File: src/pkg/slo_pkg.sv
package slo_pkg;
   // lanes per wide port and number of serial ports handled here
   localparam int SLO_LANES = 4;
   localparam int SLO_PORTS = 8;
   // ports that may have their lanes reversed
   localparam int SLO_REV_PORT_A = 0;
   localparam int SLO_REV_PORT_B = 6;
   // clock rate and strap hold time in bus clock cycles
   localparam int SLO_CLK_MHZ = 50;
   localparam int SLO_STRAP_HOLD_CYC = 10;
   // reset values
   localparam logic SLO_STRAP_RST = 1'h0;
   localparam logic [3:0] SLO_CNT_RST = 4'h0;
   // sampling sequence states
   typedef enum logic [1:0] {
      SLO_IN_RESET = 2'b00,
      SLO_SAMPLING = 2'b01,
      SLO_LOCKED = 2'b10
   } slo_state_t;
endpackage

File: src/pkg/slo_lane_if.sv
`timescale 1ns/1ns
// lane order and width control handed to the lane mapper
interface slo_lane_if;
   logic reverse;
   logic narrow;
   logic [1:0] sel [0:3];
   modport ctrl (output reverse, output narrow, input sel);
   modport map (input reverse, input narrow, output sel);
endinterface

File: src/logic/slo_strap_top.sv
`timescale 1ns/1ns
module slo_strap_top
   import slo_pkg::*;
(
   // clocks and reset
   input wire logic ref_clk_in,
   input wire logic srst_in,
   input wire logic hard_rst_n_in,
   // straps
   input wire logic rx_lane_reverse_strap_in,
   input wire logic tx_lane_reverse_strap_in,
   // per-port single-lane selection and interrupt request
   input wire logic [SLO_PORTS-1:0] narrow_mode_in,
   input wire logic irq_req_in,
   // lane selects, flattened two bits per lane, four lanes per port
   output logic [SLO_PORTS*8-1:0] rx_lane_sel_out,
   output logic [SLO_PORTS*8-1:0] tx_lane_sel_out,
   // captured straps and status
   output logic rx_reverse_out,
   output logic tx_reverse_out,
   output logic straps_locked_out,
   output logic [SLO_PORTS-1:0] wide_only_out,
   // open-drain interrupt: output low, enable high while pulling
   output logic int_n_out,
   output logic int_n_oe_out
);
   // hard reset pin is asynchronous; sync it before use
   logic hr_s1, hr_s2, hard_rst;
   always_ff @(posedge ref_clk_in) begin
      if (srst_in) begin
         hr_s1 <= 1'h0;
         hr_s2 <= 1'h0;
      end else begin
         hr_s1 <= hard_rst_n_in;
         hr_s2 <= hr_s1;
      end
   end
   assign hard_rst = srst_in || !hr_s2;

   // strap pins pass two flops before use
   logic rx_s1, rx_s2, tx_s1, tx_s2;
   always_ff @(posedge ref_clk_in) begin
      rx_s1 <= rx_lane_reverse_strap_in;
      rx_s2 <= rx_s1;
      tx_s1 <= tx_lane_reverse_strap_in;
      tx_s2 <= tx_s1;
   end

   // sampling window: count hold cycles after release, then lock
   slo_state_t state;
   logic [3:0] cnt;
   always_ff @(posedge ref_clk_in) begin
      if (hard_rst) begin
         state <= SLO_IN_RESET;
         cnt <= SLO_CNT_RST;
      end else begin
         unique case (state)
            SLO_IN_RESET: begin
               state <= SLO_SAMPLING;
            end
            SLO_SAMPLING: begin
               // board keeps straps steady this long, we sample at the end
               if (cnt == 4'(SLO_STRAP_HOLD_CYC - 1)) begin
                  state <= SLO_LOCKED;
               end
               cnt <= cnt + 4'h1;
            end
            SLO_LOCKED: begin
               state <= SLO_LOCKED;
            end
            default: begin
               state <= SLO_IN_RESET;
            end
         endcase
      end
   end

   // capture straps only while sampling; held after lock
   // the strap syncs lag two cycles, so the last window cycle would read a pin
   // level from past its hold time; that cycle is skipped
   logic rx_rev, tx_rev;
   always_ff @(posedge ref_clk_in) begin
      if (hard_rst) begin
         rx_rev <= SLO_STRAP_RST;
         tx_rev <= SLO_STRAP_RST;
      end else if (state == SLO_SAMPLING && cnt != 4'(SLO_STRAP_HOLD_CYC - 1)) begin
         rx_rev <= rx_s2;
         tx_rev <= tx_s2;
      end
   end

   // lane mapping per port and direction; only ports 0 and 6 reverse
   logic [SLO_PORTS*8-1:0] next_rx_sel, next_tx_sel;
   logic [SLO_PORTS-1:0] next_wide_only;
   genvar p;
   generate
      for (p = 0; p < SLO_PORTS; p++) begin : g_port
         localparam bit REV_OK = (p == SLO_REV_PORT_A) || (p == SLO_REV_PORT_B);
         slo_lane_if rx_if ();
         slo_lane_if tx_if ();
         assign rx_if.reverse = REV_OK && rx_rev;
         assign rx_if.narrow = narrow_mode_in[p];
         assign tx_if.reverse = REV_OK && tx_rev;
         assign tx_if.narrow = 1'h0;
         slo_lane_map u_rx (.lif(rx_if));
         slo_lane_map u_tx (.lif(tx_if));
         assign next_rx_sel[p*8 +: 8] =
            {rx_if.sel[3], rx_if.sel[2], rx_if.sel[1], rx_if.sel[0]};
         assign next_tx_sel[p*8 +: 8] =
            {tx_if.sel[3], tx_if.sel[2], tx_if.sel[1], tx_if.sel[0]};
         // a reversed port cannot link in single-lane mode
         assign next_wide_only[p] = rx_if.reverse || tx_if.reverse;
      end
   endgenerate

   // registered outputs; the one clock also stands for the serial reference
   always_ff @(posedge ref_clk_in) begin
      if (hard_rst) begin
         rx_lane_sel_out <= '0;
         tx_lane_sel_out <= '0;
         rx_reverse_out <= 1'h0;
         tx_reverse_out <= 1'h0;
         straps_locked_out <= 1'h0;
         wide_only_out <= '0;
      end else begin
         rx_lane_sel_out <= next_rx_sel;
         tx_lane_sel_out <= next_tx_sel;
         rx_reverse_out <= rx_rev;
         tx_reverse_out <= tx_rev;
         straps_locked_out <= (state == SLO_LOCKED);
         wide_only_out <= next_wide_only;
      end
   end

   // open drain: pull low when interrupt pending, else release
   always_ff @(posedge ref_clk_in) begin
      if (hard_rst) begin
         int_n_out <= 1'h0;
         int_n_oe_out <= 1'h0;
      end else begin
         int_n_out <= 1'h0;
         int_n_oe_out <= irq_req_in;
      end
   end
endmodule // slo_strap_top

File: src/logic/slo_lane_map.sv
`timescale 1ns/1ns
// picks the physical lane for each logical lane of one port
module slo_lane_map
   import slo_pkg::*;
(
   slo_lane_if.map lif
);
   // reversal only applies in four-lane operation
   genvar g;
   generate
      for (g = 0; g < SLO_LANES; g++) begin : g_lane
         assign lif.sel[g] = (lif.reverse && !lif.narrow) ? 2'(3 - g) : 2'(g);
      end
   endgenerate
endmodule // slo_lane_map

File: config.mk
export PLATFORM = sky130hd
export DESIGN_NAME = slo_strap_top
export DESIGN_NICKNAME = d
export VERILOG_FILES = /design/src/pkg/slo_pkg.sv /design/src/pkg/slo_lane_if.sv /design/src/logic/slo_strap_top.sv /design/src/logic/slo_lane_map.sv
export SDC_FILE = /design/constraint.sdc
export NUM_CORES = 1
export LEC_CHECK = 0
export BUFFER_PORTS_ARGS = -buffer_cell sky130_fd_sc_hd__buf_2
export CAP_MARGIN = 30
export CORE_ASPECT_RATIO = 1.5
export CORE_UTILIZATION = 49
export CTS_CLUSTER_SIZE = 20
export DETAILED_ROUTE_END_ITERATION = 10
export GPL_TIMING_DRIVEN = 0
export PLACE_DENSITY = 0.78
export SETUP_SLACK_MARGIN = 0.1
export SYNTH_ARGS = -nofsm -noshare
export SYNTH_HDL_FRONTEND = slang
export SYNTH_HIERARCHICAL = 1
export SYNTH_SLANG_ARGS = --single-unit
export TNS_END_PERCENT = 20
File: constraint.sdc
create_clock -name ref_clk_in -period 1.2 [get_ports ref_clk_in]
set_clock_uncertainty 0.1 [all_clocks]
set_input_delay 0.06 -clock ref_clk_in [delete_from_list [all_inputs] [get_ports ref_clk_in]]
set_output_delay 0.06 -clock ref_clk_in [all_outputs]
set_load 0.05 [all_outputs]
=== Yosys cells after proc, flatten, opt, wreduce, memory -nomap -nowiden ===
Index checks and enable logic that the tools add are counted.

* $add $sub $neg: 1
* Equality and inequality tests: 5
* Muxes and demuxes: 16
* Reductions and logical operators: 9

{| class="wikitable"
|+ Operators by type and width
! operator !! count
|-
| $mux 64 || 2
|-
| $mux 2 || 13
|-
| $pmux 2 s3 || 1
|-
| $add 4x1->4 const B || 1
|-
| $eq 4x4->1 const B || 1
|-
| $ne 4x4->1 const B || 1
|-
| $logic_and 1x1->1 || 3
|-
| $logic_not 1->1 || 3
|-
| $eq 2x1->1 const B || 1
|-
| $eq 2x2->1 const B || 1
|-
| $logic_not 2->1 || 1
|-
| $logic_or 1x1->1 || 2
|-
| $ne 2x2->1 const B || 1
|}

* Bits in registers: 153
* Word-level logic and storage cells: 51

=== Depth between registers and ports, before layout ===
Gate-level depths: netlist (run 1).

* Depth after elaboration: 4
* Gate-level depth with buffers: 6
* Gate-level depth less buffers: 5

=== Modules after synthesis ===
Netlist (run 1), hierarchy kept.

{| class="wikitable"
|+ By module, submodules not included
! module !! instances !! cells each !! area an instance (um^2) !! sequential area each (um^2)
|-
| slo_strap_top || 1 || 342 || 4312.9 || 2942.8
|-
| slo_lane_map || 16 || 8 || 57.6 || 0.0
|}

=== Worst setup path after synthesis (run 1) ===
OpenSTA, ideal clock, no wires.

* Kind: register to register
* From: register state[1]
* To: register cnt[3]
* Arrival time: 0.969 ns
* Data required time: 0.986 ns
* Slack: 0.017 ns
* Stages on the path, launching flop included: 7
* Path through: dfxtp_1 -> inv_1 -> ha_1 -> buf_2 -> nand4_1 -> xor2_1 -> nor2_1

* Word-level cells in the longest chain between the ends: 1

{| class="wikitable"
|+ Ends and longest elaborated chain
! item !! line !! text
|-
| start: declaration || slo_strap_top.sv:50 || <nowiki>slo_state_t state;</nowiki>
|-
| start signal: assignment || slo_strap_top.sv:54 || <nowiki>state <= SLO_IN_RESET;</nowiki>
|-
| start signal: assignment || slo_strap_top.sv:59 || <nowiki>state <= SLO_SAMPLING;</nowiki>
|-
| start signal: assignment || slo_strap_top.sv:64 || <nowiki>state <= SLO_LOCKED;</nowiki>
|-
| $eq 2x1->1 || slo_strap_top.sv:57 || <nowiki>unique case (state)</nowiki>
|-
| end signal: assignment || slo_strap_top.sv:66 || <nowiki>cnt <= cnt + 4'h1;</nowiki>
|-
| end: declaration || slo_strap_top.sv:51 || <nowiki>logic [3:0] cnt;</nowiki>
|}

Every way passes these cells.
A chain may end at the register's enable or synchronous reset.

=== Final worst setup path (run 1) ===
Ends and elaborated chain as after synthesis.

==> metrics list, run 1 <==
* Status: finished clean
- Leading cell types by total area after synthesis: dfxtp_1 56%, buf_4 15%, and2_2 14%
* Aggregate routed wire length: around 11,000 um
- Counting distinct cell types in the post-synthesis netlist gives 24.
- Number of buffers inserted by port buffering: 147
- After synthesis, the mean cell area works out to between 10 and 15 um2.
* Achievable Freq: ~850 MHz
* Flop and latch count out of synthesis: ~150
* Seq. cell area: between 2000 and 3000 um2
- Max H-tree Level: 4
- Power spread over the standard cell area amounts to between 1000 and 1500 nW/um2.
* Main combinational cell family by area after synthesis: simple AND/OR/NAND/NOR gates
- The analysis attributes to cell leakage a power of between 3 and 4 nW.
- Adder and majority cell fraction of the synthesized area: under 10%
- Unrepaired setup endpoints after global routing: yes
- Layout Area Growth over Synthesis: 54.9%
* Fraction of layout instances using a drive strength above 1: about two thirds
* Multiplexer area fraction after synthesis: 0%
* Post-synthesis async set-or-reset flop share: 0%
- The biggest area contributor in the post-synthesis netlist is dfxtp_1.
- Across all layers, the routed design uses approximately 3,400 vias.
* CTS sink count: ~150
- The count of final hold-check violations is 0.
* GRT Total Usage: between 10% and 20%
* Clock tree root buffer cell: clkbuf_16
- The initial utilization of the core area, before any placement, comes to about half.
* Class of the most critical hold timing path: input port to flop
- Later-pin clock latency in the skew report: between 400 and 500 ps
* Startpoint class of the critical path: flop
- Number of nets with antenna violations after detailed routing: 0
- Area of the multi-input gates: approximately 1700 um2
- The first TritonRoute pass finished after 4 iterations.
* Die area: 11,100 um2
- Number of global-route vias before repair: between 3,000 and 4,000
* Final min period: ~1200 ps
- DR WL/cell: 12.8 um
- Sorting the synthesized cells by how often they occur yields 147 x dfxtp_1, 104 x buf_4, 98 x and2_2.
- Leading cell type by number of instances after synthesis: dfxtp_1
* Via/cell ratio: around 4.0
* RePlAce Congestion: 0.733
- The max-slew violation count was 0.
- Counting along the longest clock path gives a buffer depth of 2.
- Clock-pin slew was measured on the worst setup and hold paths at about 60 ps.
- Placed wire-length estimate after detailed placement: about 6400 um
* Xor and xnor area share after synthesis: 0.502%
- Critical Setup Path Class: flop to flop
- On the final layout, the worst hold slack is ~30 ps.
- Setup violations remaining at the end of the flow were counted as 0.
- about 160 I/O pins were placed.
- After the last flow step, the layout net total stands at approximately 700.
- Synth warnings: 6
- Number of synthesized flops with an enable pin: 0
* Pin count of the biggest net entering global routing: 17
* End-of-flow core utilization: about four fifths
- Counting the buffers created by CTS gives 17.
* Antenna diodes: 0
- Floorplan Core Area: between 10,000 and 15,000 um2
- Post-synthesis instance area: approximately 5200 um2
- The initial antenna violation count came to 0.
* Data arrival time at the worst-slack endpoint: 1380 ps
- In this run the horizontal extent of the chip is between 80 and 90 um.
- Summing the areas of all compound-gate instances in the mapped netlist gives less than 1% of the synthesized area.
- The first global-routing pass estimated about 14,000 um of wire.
- Total congestion overflow after global routing: 0
- For this block, the initial DRC count from the detailed router was 48.
- CP Data Required Time: between 1000 and 1500 ps
* Dominant synthesized flop cell: dfxtp_1
- Synthesis handed over a netlist of 470 instances.
- Summing the sequential cell areas from Yosys gives approximately 56% of the chip area.
* Number of standard-cell rows in the floorplan: between 40 and 50
* TritonCTS clock tree: done
- The tool flagged a number of max-cap violations equal to 0.
* DR DRC count: 0
- After Yosys synthesis, and, or, nand and nor cells account for between 20% and 30% of the synthesized area.
- The worst setup path is captured at a flop.
- Along the worst path, the maximum fanout reaches 5.
- The worst path uses a little over nine tenths of the clock period.
- Fill cell total of the finished layout: roughly 600
* Area share of the largest cell type after synthesis: 56.2%
- From bottom edge to top edge, the die measures 129 um.
- Max IR drop VDD: ~1.1 mV
-- final timing paths --
path / from / to / depth (start not counted) / slack [ps]
setup / recovery: state[1]$_SDFFE_PP0P_ / cnt[3]$_SDFFE_PP0N_ / 6 / 20
hold / removal: srst_in / state[1]$_SDFFE_PP0P_ / 5 / 30
hold reg to reg: tx_s1$_DFF_P_ / tx_s2$_DFF_P_ / 0 / 230
setup reg to reg: state[1]$_SDFFE_PP0P_ / cnt[3]$_SDFFE_PP0N_ / 6 / 20
-- flip-flops by register name, indices dropped and copies added (netlist names) --
signal                cells
rx_lane_sel_out          64
g_port.tx_if.reverse      1
g_port.rx_if.reverse      1
int_n_oe_out              1
state                     2
tx_s2                     1
straps_locked_out         1
rx_reverse_out            1
wide_only_out             1
tx_reverse_out            1
tx_s1                     1
tx_lane_sel_out          64
rx_s2                     1
hr_s1                     1
rx_s1                     1
hr_s2                     1
cnt                       4
-- layout make-up --
class	instances	share of cell area, %
well taps	141	2.18
clock inverters	8	2.11
plain buffers	119	12.3
clock buffers	23	6.02
repair buffers	163	19.2
flip-flops and latches	147	36.9
inverters	5	0.232
multi-input cells	244	21.2
-- layout by cell type (no fill, tap or decap), types with 2 or more instances in the layout --
master / netlist / final
nor2_1: 6 / 6
and2_4: 0 / 60
nand2_1: 5 / 2
buf_6: 2 / 95
nand2b_1: 16 / 16
o21ai_2: 0 / 4
and2_2: 98 / 40
and2_1: 33 / 31
and2b_2: 2 / 2
clkbuf_1: 1 / 2
dfxtp_1: 147 / 113
dlygate4sd3_1: 0 / 7
dfxtp_2: 0 / 33
nand2_2: 0 / 2
nor2b_4: 1 / 2
bufinv_16: 0 / 5
nand4_1: 5 / 5
ha_1: 5 / 3
conb_1: 1 / 47
buf_8: 0 / 11
nor2b_1: 16 / 12
clkbuf_16: 0 / 17
buf_4: 104 / 153
clkbuf_8: 0 / 4
nor2b_2: 0 / 3
buf_2: 1 / 15
inv_1: 5 / 4
-- kinds of logic after synthesis --
logic type	after synthesis
AND/OR/NAND/NOR	184
flip-flops	147
buffers and inverters	125
AO/OA/AOI/OAI	5
adder cells (fa/ha/maj)	5
XOR/XNOR	3
other	1
-- power by group --
group / switching, W / leakage, nW / internal [W]
clock: 0.00190 / 0.320 / 0.00391
sequential: 0.0000361 / 1.21 / 0.00496
combinational: 0.000492 / 2.41 / 0.000441
-- routing by layer --
metal  vias to the layer above  GRT usage, %  wire length [um]
li1                       1735             -                 -
met1                      1573          16.9              3860
met2                       122          31.8              6270
met3                        10          7.38               627
met4                         0          6.76               121
met5                         -             0                 0
-- worst max-delay path, stage by stage, from the launching register on --
cell     delay [ps]
dfxtp_2         340
inv_2            50
ha_4            150
buf_6           120
nand4_1          80
xor2_1          160
nor2_1           50
-- through the flow --
| step | TNS [ps] | cell area (um2) | setup slack (ps) | power [W] | std cells |
|---|---|---|---|---|---|
| after detailed placement | -52.8 | 6340 | -21.7 | 0.00583 | 804 |
| after global placement | 0 | 6340 | 34.9 | 0.00582 | 804 |
| final | 0 | 8110 | 21.0 | 0.0117 | 850 |
| after floorplan | 0 | 5430 | 94.4 | 0.00572 | 516 |
| after CTS | 0 | 7280 | 25.8 | 0.0117 | 847 |
| after global routing | -87.6 | 8110 | -46.1 | 0.0121 | 850 |
-- timing repair --
item	4_1_cts	5_1_grt
resized for setup	58	450
hold buffers	7	0
setup buffers	4	3
endpoints found under the hold margin	13	0
cloned	1	1
endpoints found under the setup margin	223	216
pin swaps	5	37
Note: power is estimated with default switching activity, not from simulation.
==> run 2, diff against run 1 <==
--- a/constraint.sdc
+++ b/constraint.sdc
@@ -3,3 +3,3 @@
 set_input_delay 0.06 -clock ref_clk_in [delete_from_list [all_inputs] [get_ports ref_clk_in]]
 set_output_delay 0.06 -clock ref_clk_in [all_outputs]
-set_load 0.05 [all_outputs]
+set_load 0.1 [all_outputs]
==> run 2 against run 1 <==
Against the previous run: the flow now finishes with violations (negative setup slack); non-clock buffer count rose by 10; clock power rose by 2%; global-route usage rose by 6.1 points; final cell count is 1.2% higher; total power grew 5.9%; sequential share of layout area decreased by 4.6 points; largest cell class is now non-clock buffers; critical path depth is 2 lower; setup slack got worse by 100 ps; register-to-register slack got worse by 100 ps; sequential cell count is the same; largest power group unchanged; maximum frequency decreased by 8.0%; critical path type unchanged; wire length is 66% higher.
==> metrics list, run 2 (same netlist as run 1, synthesis figures left out) <==
- Effective utilization at floorplan: about half
* Power density over cell area: between 1000 and 1500 nW/um2
* Clock tree root buffer cell: clkbuf_16
- Number of global-route vias before repair: between 3,000 and 4,000
- Before CTS, the worst setup slack after placement is -59.8 ps.
- Wire length of the first global-routing pass: about 19,000 um
* Fin. Hold Viols: 0
- Max-cap violation count: 0
- TritonCTS built the clock tree.
- Crit share post-route: 107%
- The later pin in the worst-skew pair is clocked with a latency of between 400 and 500 ps.
- Achievable Freq: around 780 MHz
- The placed instances occupy a cell area of roughly 6300 um2.
- Compared with the post-synthesis result, the final layout area differs by 82.2%.
* Setup violations, final: 79
- The multi-input combinational cells in the finished layout cover a total of about 1600 um2.
- Fraction of layout instances using a drive strength above 1: about three quarters
- In this run the number of H-tree levels came out at 4.
- Layout Cells excl Fill: 860
- Total congestion overflow after global routing: 0
* Die outline width: around 86 um
- Final worst slack: -81.5 ps
* Critical Setup Path Class: flop to flop
- The core region is slightly above 10,000 um2.
* Endpoint of the worst register-to-register path: tx_lane_sel_out[1]$_SDFF_PP0_
- Die Y-Extent: between 100 and 150 um
- The flow ran to the end, but the final reports show violations.
* DR WL/cell: between 20 and 25 um
* Worst-path fanout max: 10
- The clock passes through at most 2 buffers.
- Via/cell ratio: 4.57
- The die covers 11,100 um2.
- Across all register-to-register paths, the minimum setup slack is -80 ps.
- During I/O placement, the number of pins put on the boundary was around 160.
* Unrepaired setup endpoints after global routing: yes
- Aggregate routed wire length: 18,000 um
- Post-Route Setup TNS: -2700 ps
* Biggest regs: rx_lane_sel_out (64), tx_lane_sel_out (64), cnt (4)
* Number of buffers inserted by port buffering: 147
- Following the worst setup path forward leads to its endpoint at tx_lane_sel_out[1]$_SDFF_PP0_.
- The path class of the tightest hold or removal check is input port to flop.
- The initial antenna violation count was 0.
- Path depth of the worst reg2reg path: 4
* Fill cell total of the finished layout: roughly 310
- GRT Total Usage: a little under a quarter
* Pin count of the biggest net entering global routing: 17
* Seq. cell area: ~3000 um2
- Final min period: around 1300 ps
- VDD sags by at most between 1 and 1.5 mV.
- The congestion estimate from routability-driven global placement came to between 0.7 and 0.8.
- The max-slew violation count is 0.
- The final reports fail on negative setup slack.
- Nets@finish: roughly 730
- DP Cell Count: approximately 800
* CP Data Required Time: around 1400 ps
- Once detailed placement completed, the half-perimeter wirelength came to between 6000 and 7000 um.
- End-of-flow core utilization: 93.1%
* DR DRC count: 0
- Startpoint class of the critical path: flop
- CTS saw 147 sinks.
- Antenna diodes: 0
- Most used cells in the layout excluding fill and tap cells: 133 x buf_12, 115 x buf_4, 100 x dfxtp_2
- Before antenna repair, the detailed router went through 6 iterations.
- Number of nets with antenna violations after detailed routing: 0
- The first routing iteration left 221 violations.
- Clock edge transition at the registers on the reported setup and hold paths: 60 ps
- Clock buffer count from CTS: 17
- Row generation in the floorplan step produced 45 rows.
* Data arrival time at the worst-slack endpoint: 1520 ps
- Origin of the critical flop-to-flop path: hr_s2$_SDFF_PP0_
- Tracing the worst setup path back leads to its startpoint at hr_s2$_SDFF_PP0_.
* Leading cell type in the layout, fill and taps excluded: buf_12
* Final non-filler cell area: approximately 9500 um2
- Via count of the routed design: 3,930
- STA classifies the critical path endpoint as a flop.
- Leakage power summed over all cells: between 4 and 5 nW
==> run 2: what timing repair did <==
item | CTS | global route
hold endpoints to repair | 17 | 0
endpoints found under the setup margin | 224 | 222
resized for setup | 341 | 364
pin swaps | 0 | 12
gates cloned | 2 | 3
buffers inserted | 8 | 5
hold buffers | 7 | 0
==> run 2: critical path, stage by stage, from the launching register on <==
cell and delay (ps):
dfxtp_2 340, nor2b_4 260, buf_8 210, buf_8 140, and2_1 160
==> run 2: power by group <==
group / total [W] / internal (W) / switching (W)
logic: 0.00145 / 0.000582 / 0.000868
registers: 0.00504 / 0.00496 / 0.0000730
clock network: 0.00594 / 0.00384 / 0.00210
==> run 2: worst min path at each step <==
stage                                end                     start  cells after the start
6_report       rx_reverse_out$_SDFF_PP0_                   srst_in                      5
3_3_place_gp               rx_s1$_DFF_P_  rx_lane_reverse_strap_in                      1
4_1_cts        rx_reverse_out$_SDFF_PP0_                   srst_in                      5
3_5_place_dp               rx_s1$_DFF_P_  rx_lane_reverse_strap_in                      1
5_1_grt            state[0]$_SDFFE_PP0P_                   srst_in                      5
2_1_floorplan              rx_s1$_DFF_P_  rx_lane_reverse_strap_in                      0
==> run 2: layer usage <==
layer	wire length [um]	vias up	track usage [%]
li1	-	1754	-
met1	6100	1952	21.3
met2	10300	181	46.7
met3	954	43	6.93
met4	631	0	9.41
met5	0	-	0
==> run 2: metrics by stage <==
stage,hold WS (ps),power [W]
after CTS,16.1,0.0120
final,81.0,0.0124
after global placement,64.4,0.00613
after detailed placement,64.4,0.00613
after floorplan,-12.3,0.00602
after global routing,72.1,0.0128
==> run 2: layout make-up <==
type	instances	area share [%]
multi-input combinational	244	17.0
buffer	120	10.5
inverter	5	0.197
clock inverter	10	1.88
clock buffer	21	4.93
tap	141	1.85
timing repair buffer	172	31.4
sequential	147	32.2
